--- config.mk ---
export PLATFORM = sky130hd
export DESIGN_NAME = jdbs_top
export DESIGN_NICKNAME = d
export VERILOG_FILES = /design/src/design/jdbs_pkg.sv /design/src/design/jdbs_top.sv
export SDC_FILE = /design/constraint.sdc
export NUM_CORES = 2
export LEC_CHECK = 0
export BUFFER_PORTS_ARGS = -buffer_cell sky130_fd_sc_hd__clkbuf_2
export CAP_MARGIN = 30
export CELL_PAD_IN_SITES_DETAIL_PLACEMENT = 1
export CELL_PAD_IN_SITES_GLOBAL_PLACEMENT = 1
export CORE_ASPECT_RATIO = 1.1
export CORE_MARGIN = 3
export CORE_UTILIZATION = 51
export CTS_CLUSTER_DIAMETER = 120
export DETAILED_ROUTE_END_ITERATION = 12
export GPL_ROUTABILITY_DRIVEN = 0
export HOLD_SLACK_MARGIN = 0.1
export PLACE_DENSITY = 0.84
export SYNTH_ARGS = -nofsm -noshare
export SYNTH_HDL_FRONTEND = slang
export SYNTH_SLANG_ARGS = --single-unit
--- constraint.sdc ---
create_clock -name CLOCK -period 15 [get_ports CLOCK]
set_input_delay 3.75 -clock CLOCK [delete_from_list [all_inputs] [get_ports CLOCK]]
set_output_delay 3.75 -clock CLOCK [all_outputs]
set_load 0.01 [all_outputs]
--- src/design/jdbs_pkg.sv ---
// How it works
// - Debug-mode input high connects the JTAG pins to the TAP controller.
// - A 4-bit instruction code chooses which data register sits between TDI and TDO.
// - Code 0000 selects the one-stage bypass path, one test clock of delay.
// - Code 1111 selects the 32-bit identification register for shifting.
// - Registers capture, shift and update only in their TAP controller states.
// - Eight independent breakpoints watch address and data events on the buses.
// - Each breakpoint has setup, match address and comparison data registers.
// - Snooper runs only while enabled; enable clears on break interrupt, logic halts.
// - 16-bit countdown decrements on each match event while above zero; a count write in the same cycle wins.
// - A match event while the countdown holds zero raises the break interrupt.
// - On the break interrupt the instruction address is captured into 16 bits.
// - Setup bit 7 triggered, 6:5 bus, 4:3 access kind, 2:0 condition.
// - Triggered flag sets when its breakpoint causes the break interrupt.
// - Bus code 00 instruction, 01 X, 10 Y; 11 must not be written.
// - Access 00 off, 01 fetch or read, 10 write, 11 read or write.
// - Condition 000 off, 001 address only.
// - Condition 010 data equal, 011 data not equal.
// - Condition 100 signed less, 101 signed greater or equal; 110, 111 unused.
package jdbs_pkg;
   localparam int JDBS_ADDR_W = 16;
   localparam int JDBS_DATA_W = 32;
   localparam int JDBS_NUM_BP = 8;
   localparam int JDBS_IR_W = 4;
   localparam logic [3:0] JDBS_IR_BYPASS = 4'h0;
   localparam logic [3:0] JDBS_IR_IDCODE = 4'hF;
   localparam logic [3:0] JDBS_IR_CAPTURE = 4'h1;
   // Identification value is arbitrary
   localparam logic [31:0] JDBS_IDCODE_DEF = 32'h1234_5671;
   localparam logic [11:0] JDBS_OFS_CTRL = 12'h000;
   localparam logic [11:0] JDBS_OFS_COUNT = 12'h004;
   localparam logic [11:0] JDBS_OFS_BREAK_INSTRUCTION_ADDRESS = 12'h008;
   localparam logic [11:0] JDBS_OFS_BP_BASE = 12'h040;
   localparam logic [1:0] JDBS_SUB_SETUP = 2'h0;
   localparam logic [1:0] JDBS_SUB_ADDR = 2'h1;
   localparam logic [1:0] JDBS_SUB_DATA = 2'h2;
   localparam int JDBS_CTRL_EN_BIT = 0;
   localparam int JDBS_TRIG_BIT = 7;
   localparam int JDBS_BUS_LSB = 5;
   localparam int JDBS_ACC_LSB = 3;
   localparam int JDBS_COND_LSB = 0;
   localparam logic [1:0] JDBS_BUS_I = 2'h0;
   localparam logic [1:0] JDBS_BUS_X = 2'h1;
   localparam logic [1:0] JDBS_BUS_Y = 2'h2;
   localparam logic [1:0] JDBS_ACC_RD = 2'h1;
   localparam logic [1:0] JDBS_ACC_WR = 2'h2;
   localparam logic [1:0] JDBS_ACC_RW = 2'h3;
   localparam logic [2:0] JDBS_COND_ANY = 3'h1;
   localparam logic [2:0] JDBS_COND_EQ = 3'h2;
   localparam logic [2:0] JDBS_COND_NE = 3'h3;
   localparam logic [2:0] JDBS_COND_LT = 3'h4;
   localparam logic [2:0] JDBS_COND_GE = 3'h5;
   localparam logic [7:0] JDBS_SETUP_RST = 8'h00;
   localparam logic [15:0] JDBS_COUNT_RST = 16'h0000;
   localparam int JDBS_TMS_RESET_CNT = 5;

   typedef enum logic [3:0] {
      TAP_RESET, TAP_IDLE, TAP_SEL_DR, TAP_CAP_DR, TAP_SH_DR, TAP_EX1_DR, TAP_PA_DR,
      TAP_EX2_DR, TAP_UPD_DR, TAP_SEL_IR, TAP_CAP_IR, TAP_SH_IR, TAP_EX1_IR, TAP_PA_IR,
      TAP_EX2_IR, TAP_UPD_IR
   } jdbs_tap_t;

   typedef struct packed {
      logic rd;
      logic wr;
      logic [JDBS_ADDR_W-1:0] addr;
      logic [JDBS_DATA_W-1:0] data;
   } jdbs_bus_t;
endpackage : jdbs_pkg

--- src/design/jdbs_top.sv ---
// Chosen here: the AHB-Lite register port and the register addresses.
`timescale 1ns/1ps
module jdbs_top import jdbs_pkg::*; #(
   parameter int NUM_BP = JDBS_NUM_BP,
   parameter logic [31:0] IDCODE = JDBS_IDCODE_DEF
) (
   input wire logic CLOCK,
   input wire logic ARST_N,
   input wire logic HSEL,
   input wire logic [31:0] HADDR,
   input wire logic [1:0] HTRANS,
   input wire logic HWRITE,
   input wire logic [2:0] HSIZE,
   input wire logic [31:0] HWDATA,
   input wire logic HREADY,
   output logic [31:0] HRDATA,
   output logic HREADYOUT,
   output logic HRESP,
   input wire logic DBG_MODE,
   input wire logic TCK,
   input wire logic TMS,
   input wire logic TDI,
   output logic TDO,
   output logic TDO_OE,
   output logic BREAK_REQ,
   input wire jdbs_bus_t I_BUS,
   input wire jdbs_bus_t X_BUS,
   input wire jdbs_bus_t Y_BUS,
   input wire logic [JDBS_ADDR_W-1:0] INSTR_ADDR
);
   // Pin synchronisers: stage 1 feeds stage 2 only
   logic [3:0] sync1_q;
   logic [3:0] sync2_q;
   logic tck_prev_q;
   always_ff @(posedge CLOCK or negedge ARST_N) begin
      if (!ARST_N) begin
         // TCK stages start high, so release makes no false rise; a low idle only reloads TDO
         sync1_q <= 4'h4;
         sync2_q <= 4'h4;
         tck_prev_q <= 1'b1;
      end else begin
         sync1_q <= {DBG_MODE, TCK, TMS, TDI};
         sync2_q <= sync1_q;
         tck_prev_q <= sync2_q[2];
      end
   end
   logic dbg_on;
   logic tms_s;
   logic tdi_s;
   logic tck_rise;
   logic tck_fall;
   assign dbg_on = sync2_q[3];
   assign tms_s = sync2_q[1];
   assign tdi_s = sync2_q[0];
   assign tck_rise = dbg_on && sync2_q[2] && !tck_prev_q;
   assign tck_fall = dbg_on && !sync2_q[2] && tck_prev_q;

   function automatic jdbs_tap_t tap_next(input jdbs_tap_t s, input logic m);
      case (s)
         TAP_RESET: tap_next = m ? TAP_RESET : TAP_IDLE;
         TAP_IDLE: tap_next = m ? TAP_SEL_DR : TAP_IDLE;
         TAP_SEL_DR: tap_next = m ? TAP_SEL_IR : TAP_CAP_DR;
         TAP_CAP_DR: tap_next = m ? TAP_EX1_DR : TAP_SH_DR;
         TAP_SH_DR: tap_next = m ? TAP_EX1_DR : TAP_SH_DR;
         TAP_EX1_DR: tap_next = m ? TAP_UPD_DR : TAP_PA_DR;
         TAP_PA_DR: tap_next = m ? TAP_EX2_DR : TAP_PA_DR;
         TAP_EX2_DR: tap_next = m ? TAP_UPD_DR : TAP_SH_DR;
         TAP_UPD_DR: tap_next = m ? TAP_SEL_DR : TAP_IDLE;
         TAP_SEL_IR: tap_next = m ? TAP_RESET : TAP_CAP_IR;
         TAP_CAP_IR: tap_next = m ? TAP_EX1_IR : TAP_SH_IR;
         TAP_SH_IR: tap_next = m ? TAP_EX1_IR : TAP_SH_IR;
         TAP_EX1_IR: tap_next = m ? TAP_UPD_IR : TAP_PA_IR;
         TAP_PA_IR: tap_next = m ? TAP_EX2_IR : TAP_PA_IR;
         TAP_EX2_IR: tap_next = m ? TAP_UPD_IR : TAP_SH_IR;
         TAP_UPD_IR: tap_next = m ? TAP_SEL_DR : TAP_IDLE;
         default: tap_next = TAP_RESET;
      endcase
   endfunction : tap_next

   jdbs_tap_t tap_q;
   always_ff @(posedge CLOCK or negedge ARST_N) begin
      if (!ARST_N) begin
         tap_q <= TAP_RESET;
      end else if (!dbg_on) begin
         tap_q <= TAP_RESET;
      end else if (tck_rise) begin
         tap_q <= tap_next(tap_q, tms_s);
      end
   end

   // Instruction register; reset selects the identification register
   logic [JDBS_IR_W-1:0] ir_q;
   logic [JDBS_IR_W-1:0] ir_sh_q;
   always_ff @(posedge CLOCK or negedge ARST_N) begin
      if (!ARST_N) begin
         ir_q <= JDBS_IR_IDCODE;
         ir_sh_q <= JDBS_IR_CAPTURE;
      end else if (tap_q == TAP_RESET) begin
         ir_q <= JDBS_IR_IDCODE;
      end else if (tap_q == TAP_UPD_IR) begin
         ir_q <= ir_sh_q;
      end else if (tck_rise && tap_q == TAP_CAP_IR) begin
         ir_sh_q <= JDBS_IR_CAPTURE;
      end else if (tck_rise && tap_q == TAP_SH_IR) begin
         ir_sh_q <= {tdi_s, ir_sh_q[JDBS_IR_W-1:1]};
      end
   end

   // Unknown codes fall back to bypass so the chain length stays defined
   logic sel_id;
   assign sel_id = (ir_q == JDBS_IR_IDCODE);
   logic byp_q;
   logic [31:0] id_sh_q;
   always_ff @(posedge CLOCK or negedge ARST_N) begin
      if (!ARST_N) begin
         byp_q <= 1'b0;
         id_sh_q <= 32'h0000_0000;
      end else if (tck_rise && tap_q == TAP_CAP_DR) begin
         byp_q <= 1'b0;
         id_sh_q <= IDCODE;
      end else if (tck_rise && tap_q == TAP_SH_DR) begin
         byp_q <= tdi_s;
         if (sel_id) begin
            id_sh_q <= {tdi_s, id_sh_q[31:1]};
         end
      end
   end

   logic tdo_q;
   logic tdo_oe_q;
   always_ff @(posedge CLOCK or negedge ARST_N) begin
      if (!ARST_N) begin
         tdo_q <= 1'b0;
         tdo_oe_q <= 1'b0;
      end else if (!dbg_on) begin
         tdo_q <= 1'b0;
         tdo_oe_q <= 1'b0;
      end else if (tck_fall) begin
         tdo_oe_q <= (tap_q == TAP_SH_DR) || (tap_q == TAP_SH_IR);
         if (tap_q == TAP_SH_IR) begin
            tdo_q <= ir_sh_q[0];
         end else begin
            tdo_q <= sel_id ? id_sh_q[0] : byp_q;
         end
      end
   end
   assign TDO = tdo_q;
   assign TDO_OE = tdo_oe_q;

   // AHB-Lite slave, zero wait states, always OKAY
   logic wr_pend_q;
   logic [11:0] wr_addr_q;
   logic [31:0] rdata_q;
   logic addr_ph;
   assign addr_ph = HSEL && HTRANS[1] && HREADY;
   assign HREADYOUT = 1'b1;
   assign HRESP = 1'b0;
   assign HRDATA = rdata_q;

   logic en_q;
   logic [15:0] count_q;
   logic [15:0] break_instruction_address_q;
   logic [7:0] setup_q [NUM_BP];
   logic [JDBS_ADDR_W-1:0] bp_addr_q [NUM_BP];
   logic [JDBS_DATA_W-1:0] bp_data_q [NUM_BP];

   // Tells whether an offset hits the given sub-register of breakpoint slot n
   function automatic logic bp_dec(input logic [11:0] a, input int n, input logic [1:0] sub);
      bp_dec = (a[11:4] == JDBS_OFS_BP_BASE[11:4] + 8'(n)) && (a[3:2] == sub);
   endfunction : bp_dec

   logic [31:0] rd_mux;
   always_comb begin
      rd_mux = 32'h0000_0000;
      if (HADDR[11:0] == JDBS_OFS_CTRL) begin
         rd_mux[JDBS_CTRL_EN_BIT] = en_q;
      end else if (HADDR[11:0] == JDBS_OFS_COUNT) begin
         rd_mux[15:0] = count_q;
      end else if (HADDR[11:0] == JDBS_OFS_BREAK_INSTRUCTION_ADDRESS) begin
         rd_mux[15:0] = break_instruction_address_q;
      end
      for (int n = 0; n < NUM_BP; n++) begin
         if (bp_dec(HADDR[11:0], n, JDBS_SUB_SETUP)) rd_mux = {24'h0, setup_q[n]};
         if (bp_dec(HADDR[11:0], n, JDBS_SUB_ADDR)) rd_mux = 32'(bp_addr_q[n]);
         if (bp_dec(HADDR[11:0], n, JDBS_SUB_DATA)) rd_mux = bp_data_q[n];
      end
   end

   always_ff @(posedge CLOCK or negedge ARST_N) begin
      if (!ARST_N) begin
         wr_pend_q <= 1'b0;
         wr_addr_q <= 12'h000;
         rdata_q <= 32'h0000_0000;
      end else begin
         wr_pend_q <= addr_ph && HWRITE;
         if (addr_ph) begin
            wr_addr_q <= HADDR[11:0];
         end
         if (addr_ph && !HWRITE) begin
            rdata_q <= rd_mux;
         end
      end
   end

   // Snooper match logic
   logic [NUM_BP-1:0] hit;
   logic event_hit;
   logic fire;
   genvar g;
   generate
      for (g = 0; g < NUM_BP; g++) begin : g_bp
         jdbs_bus_t b;
         logic [1:0] acc;
         logic [2:0] cond;
         logic acc_ok;
         logic data_ok;
         assign acc = setup_q[g][JDBS_ACC_LSB +: 2];
         assign cond = setup_q[g][JDBS_COND_LSB +: 3];
         always_comb begin
            case (setup_q[g][JDBS_BUS_LSB +: 2])
               JDBS_BUS_X: b = X_BUS;
               JDBS_BUS_Y: b = Y_BUS;
               default: b = I_BUS;
            endcase
         end
         assign acc_ok = ((acc == JDBS_ACC_RD || acc == JDBS_ACC_RW) && b.rd) ||
                         ((acc == JDBS_ACC_WR || acc == JDBS_ACC_RW) && b.wr);
         always_comb begin
            case (cond)
               JDBS_COND_ANY: data_ok = 1'b1;
               JDBS_COND_EQ: data_ok = (b.data == bp_data_q[g]);
               JDBS_COND_NE: data_ok = (b.data != bp_data_q[g]);
               JDBS_COND_LT: data_ok = ($signed(b.data) < $signed(bp_data_q[g]));
               JDBS_COND_GE: data_ok = ($signed(b.data) >= $signed(bp_data_q[g]));
               default: data_ok = 1'b0;
            endcase
         end
         assign hit[g] = en_q && acc_ok && data_ok && (b.addr == bp_addr_q[g]);
      end
   endgenerate
   assign event_hit = |hit;
   assign fire = event_hit && (count_q == 16'h0000);

   always_ff @(posedge CLOCK or negedge ARST_N) begin
      if (!ARST_N) begin
         en_q <= 1'b0;
      end else if (fire) begin
         en_q <= 1'b0;
      end else if (wr_pend_q && wr_addr_q == JDBS_OFS_CTRL) begin
         en_q <= HWDATA[JDBS_CTRL_EN_BIT];
      end
   end

   always_ff @(posedge CLOCK or negedge ARST_N) begin
      if (!ARST_N) begin
         count_q <= JDBS_COUNT_RST;
      end else if (wr_pend_q && wr_addr_q == JDBS_OFS_COUNT) begin
         count_q <= HWDATA[15:0];
      end else if (event_hit && !fire) begin
         count_q <= count_q - 16'h0001;
      end
   end

   always_ff @(posedge CLOCK or negedge ARST_N) begin
      if (!ARST_N) begin
         break_instruction_address_q <= 16'h0000;
         BREAK_REQ <= 1'b0;
      end else begin
         BREAK_REQ <= fire;
         if (fire) begin
            break_instruction_address_q <= INSTR_ADDR;
         end
      end
   end

   // Breakpoint registers; hardware setting the triggered flag wins over a clear
   always_ff @(posedge CLOCK or negedge ARST_N) begin
      if (!ARST_N) begin
         for (int n = 0; n < NUM_BP; n++) begin
            setup_q[n] <= JDBS_SETUP_RST;
            bp_addr_q[n] <= '0;
            bp_data_q[n] <= '0;
         end
      end else begin
         for (int n = 0; n < NUM_BP; n++) begin
            if (wr_pend_q && bp_dec(wr_addr_q, n, JDBS_SUB_SETUP)) begin
               setup_q[n] <= HWDATA[7:0];
            end
            if (fire && hit[n]) begin
               setup_q[n][JDBS_TRIG_BIT] <= 1'b1;
            end
            if (wr_pend_q && bp_dec(wr_addr_q, n, JDBS_SUB_ADDR)) begin
               bp_addr_q[n] <= HWDATA[JDBS_ADDR_W-1:0];
            end
            if (wr_pend_q && bp_dec(wr_addr_q, n, JDBS_SUB_DATA)) begin
               bp_data_q[n] <= HWDATA;
            end
         end
      end
   end

   // Checks
   localparam logic [2:0] tms_hi_max = 3'(JDBS_TMS_RESET_CNT);
   logic [2:0] tms_hi_cnt_q;
   always_ff @(posedge CLOCK or negedge ARST_N) begin
      if (!ARST_N) begin
         tms_hi_cnt_q <= 3'h0;
      end else if (tck_rise) begin
         tms_hi_cnt_q <= !tms_s ? 3'h0 : (tms_hi_cnt_q == tms_hi_max ? tms_hi_max : tms_hi_cnt_q + 3'h1);
      end
   end
endmodule : jdbs_top

==> impl_results.md <==
* Status: finished, violations left
* Failing checks: slew limit
* Area leader, netlist: dfrtp_1
* Reg2reg end: count_q[8]
* Max Buffers Root-to-Sink at 3
* DR iter-0 viols at 7259
* Rows at 111
* Startpoint Class: input pin
* Final hold vios at 0
* Hold depth at 0
* Drt pass-1 iters at 10
* CTS tree: done
* Final period utilization at 0.613
* Clock sinks at 583
* Worst vdd ir at 0.0000769 V
* Leakage Power at 21.3 nW
* Final HPWL DP at 153000 um
* Skew final at 0.0482 ns
* Sequential element share of the synthesized area at 0.335
* Worst-path clk slew at 0.06 ns
* Die area at 89000 sq um
* Final setup violation count at 0
* CTS Buf Count at 70
* Die Wd at 285 um
* Reg2Reg Depth at 17
* Crit path max fanout at 14
* Post-Route WL at 221000 um
* ANT nets after route at 0
* Number of synthesized register bits at 583
* Req. time, crit path at 15.51 ns
* Clk Latency, worst-skew pair at 0.67 ns
* Hold Crit Start: sync1_q[0]
* Yosys cell types at 93
* Worst-margin pin slew at 1.67 ns
* Most numerous cell in the Yosys netlist: nand2_1
* Core area at 84000 sq um
* Largest net degree at the start of global routing at 161
* Synthesized area at 43600 sq um
* Count of hold-fix buffers inserted at cts at 0
* H-tree levels at 3
* Layout area overhead at 9.59%
* Grt ovf at 0
* Port bufs at 254
* Placed cells at 6165
* WS Path Type: in -> reg
* Vias in the first global route at 46700
* Number of synthesized flops with an enable pin at 0
* GR Layer Usage met3 at 0.168
* Layout cells sized above 1 at 0.166
* IO Count at 281
* DRC viols at 0
* GR Layer Usage met2 at 0.702
* Commonest cells post-synth: 720 x nand2_1, 651 x o21ai_0, 575 x dfrtp_1, 392 x a22oi_1, 390 x clkbuf_1
* Vias/cell at 7.38
* Kind of end point of the critical path: flop
* HP Class: reg -> reg
* Global-route layer with the greatest usage: met2
* Crit path time final at 9.19 ns
* Synth Flop Type: dfrtp_1
* Initial Util at 0.519
* Most area-consuming cells after synthesis: dfrtp_1 33%, mux2_2 8.4%, ha_1 7.8%
* Height of the die at 313 um
* Setup repair bufs after CTS at 0
* CTS Root Cell: clkbuf_16
* Final layout net count at 5629
* First-pass GRT wire length at 318000 um
* Initial antenna violation count at 28
* Final Non-Filler Cells at 6320
* Max_cap viols at 0
* Slew Limit Fails at 2
* Cts repair resizes at 0
* Worst hold endpoint: sync2_q[0]
* Mapped Cells at 5198
* Syn Nets at 5715
* Rel. slew slack at -0.114
* GRT Total Usage at 0.483
* Via count at 46600
* WP data arrival at 9.71 ns
* FF-to-FF Start: setup_q[38]
* Cell Pwr Density at 94.7 nW/um^2
* Ys Warns at 0
* Met1 Use GR at 0.554
* Wirelength per Cell at 35.0 um
* Fraction of registers with async set or reset after synthesis at 1.00
* Yosys top cell area share at 0.330
* Unrepaired setup endpoints after global routing: no
* R2r setup slk at 7.42 ns
* Setup Total Neg Slack at 0 ns
* Mean post-synth cell area at 8.39 sq um
* Fmax at 109 MHz
[critical path, stage by stage]
cell and delay, ns:
clkbuf_2 0.18, a22oi_1 0.22, o21ai_0 0.11, ha_1 0.36, nand4_1 0.22, or4_1 0.73, a311oi_1 0.73, o41ai_1 0.33
a31oi_1 0.65, mux2i_1 0.31, a211oi_1 0.22, a2111o_1 0.63, o31ai_4 0.78, mux2i_1 0.18, a211o_1 0.30
[registers in the layout, indices dropped and copies added (netlist names), 16 cells and up]
register	flops
bp_data_q	256
bp_addr_q	128
HRDATA	32
id_sh_q	32
g_bp.cond	24
setup_q	24
break_instruction_address_q	16
count_q	16
g_bp.acc	16
[logic make-up after synthesis]
logic type / count (synthesis) / share of synthesized area
multiplexers: 373 / 0.0961
other: 2 / 0.000172
buffers and inverters: 810 / 0.0722
adder cells (fa/ha/maj): 273 / 0.0784
flip-flops: 583 / 0.335
AO/OA/AOI/OAI: 1690 / 0.253
XOR/XNOR: 107 / 0.0215
AND/OR/NAND/NOR: 1360 / 0.144
[cells in the final DEF (no fill, tap or decap), types with 15 or more instances in the layout]
master     instances
a211oi_1          34
a21o_1            46
a21oi_1          167
a221o_1           15
a221oi_1          84
a222oi_1          51
a22o_1            20
a22oi_1          392
a31oi_1           35
buf_4             65
clkbuf_16         73
clkbuf_2         253
clkbuf_8          15
dfrtp_1          575
diode_2           26
ha_1             257
inv_1            315
mux2_2           325
mux2i_1           38
nand2_1          716
nand2b_1          21
nand3_1           72
nand4_1           83
nor2_1           169
nor2b_1           47
nor3_1            57
nor4_1            44
o211ai_1          26
o21a_1            15
o21ai_0          651
o221ai_1          26
o22ai_1           34
or3_1             36
or4_1             15
xnor2_1           41
xor2_1            66
[cell type report]
| cell class | count | area (sq um) |
|---|---|---|
| diodes | 26 | 65.1 |
| clock buffers | 99 | 2070 |
| clock inverters | 25 | 328 |
| fillers | 9951 | 36300 |
| inverters | 317 | 1190 |
| multi-input cells | 3805 | 26100 |
| flip-flops and latches | 583 | 14600 |
| well taps | 1130 | 1410 |
| repair buffers | 335 | 2050 |
[through the flow]
stage | worst slack, ns | util | total power [W] | hold WS (ns) | cell area [sq um]
2_1_floorplan | 7.50 | - | 0.00224 | 0.331 | 43600
3_3_place_gp | 5.65 | 0.536 | 0.00257 | 0.332 | 45000
3_5_place_dp | 5.48 | 0.539 | 0.00262 | 0.337 | 45300
4_1_cts | 6.09 | 0.567 | 0.00446 | 0.365 | 47700
5_1_grt | 5.65 | 0.568 | 0.00464 | 0.371 | 47700
6_report | 5.81 | 0.569 | 0.00452 | 0.359 | 47800
[layer usage]
layer / up-vias / wire [um]
met1: 22800 / 74300
met3: 1266 / 29500
met5: - / 110
li1: 18800 / -
met2: 3785 / 91400
met4: 14 / 25600
[worst max path at each step]
stage                         start                              to  slack [ns]  cells past startpoint
final                     Y_BUS[20]                      count_q[8]        5.81                     15
after global routing      Y_BUS[31]                      count_q[8]        5.65                     15
after CTS                 Y_BUS[31]                      count_q[8]        6.09                     15
after detailed placement  Y_BUS[31]                      count_q[8]        5.48                     15
after global placement    Y_BUS[31]                      count_q[8]        5.65                     15
after floorplan           Y_BUS[31]  break_instruction_address_q[0]        7.50                     17
[where the power goes]
| group | total, W | internal, W | leakage, nW | switching, W |
|---|---|---|---|---|
| sequential | 0.00171 | 0.00163 | 6.76 | 0.0000803 |
| clock | 0.00186 | 0.00108 | 1.19 | 0.000774 |
| combinational | 0.000955 | 0.000296 | 13.3 | 0.000659 |
No activity file was read; power rests on OpenSTA's default activity.
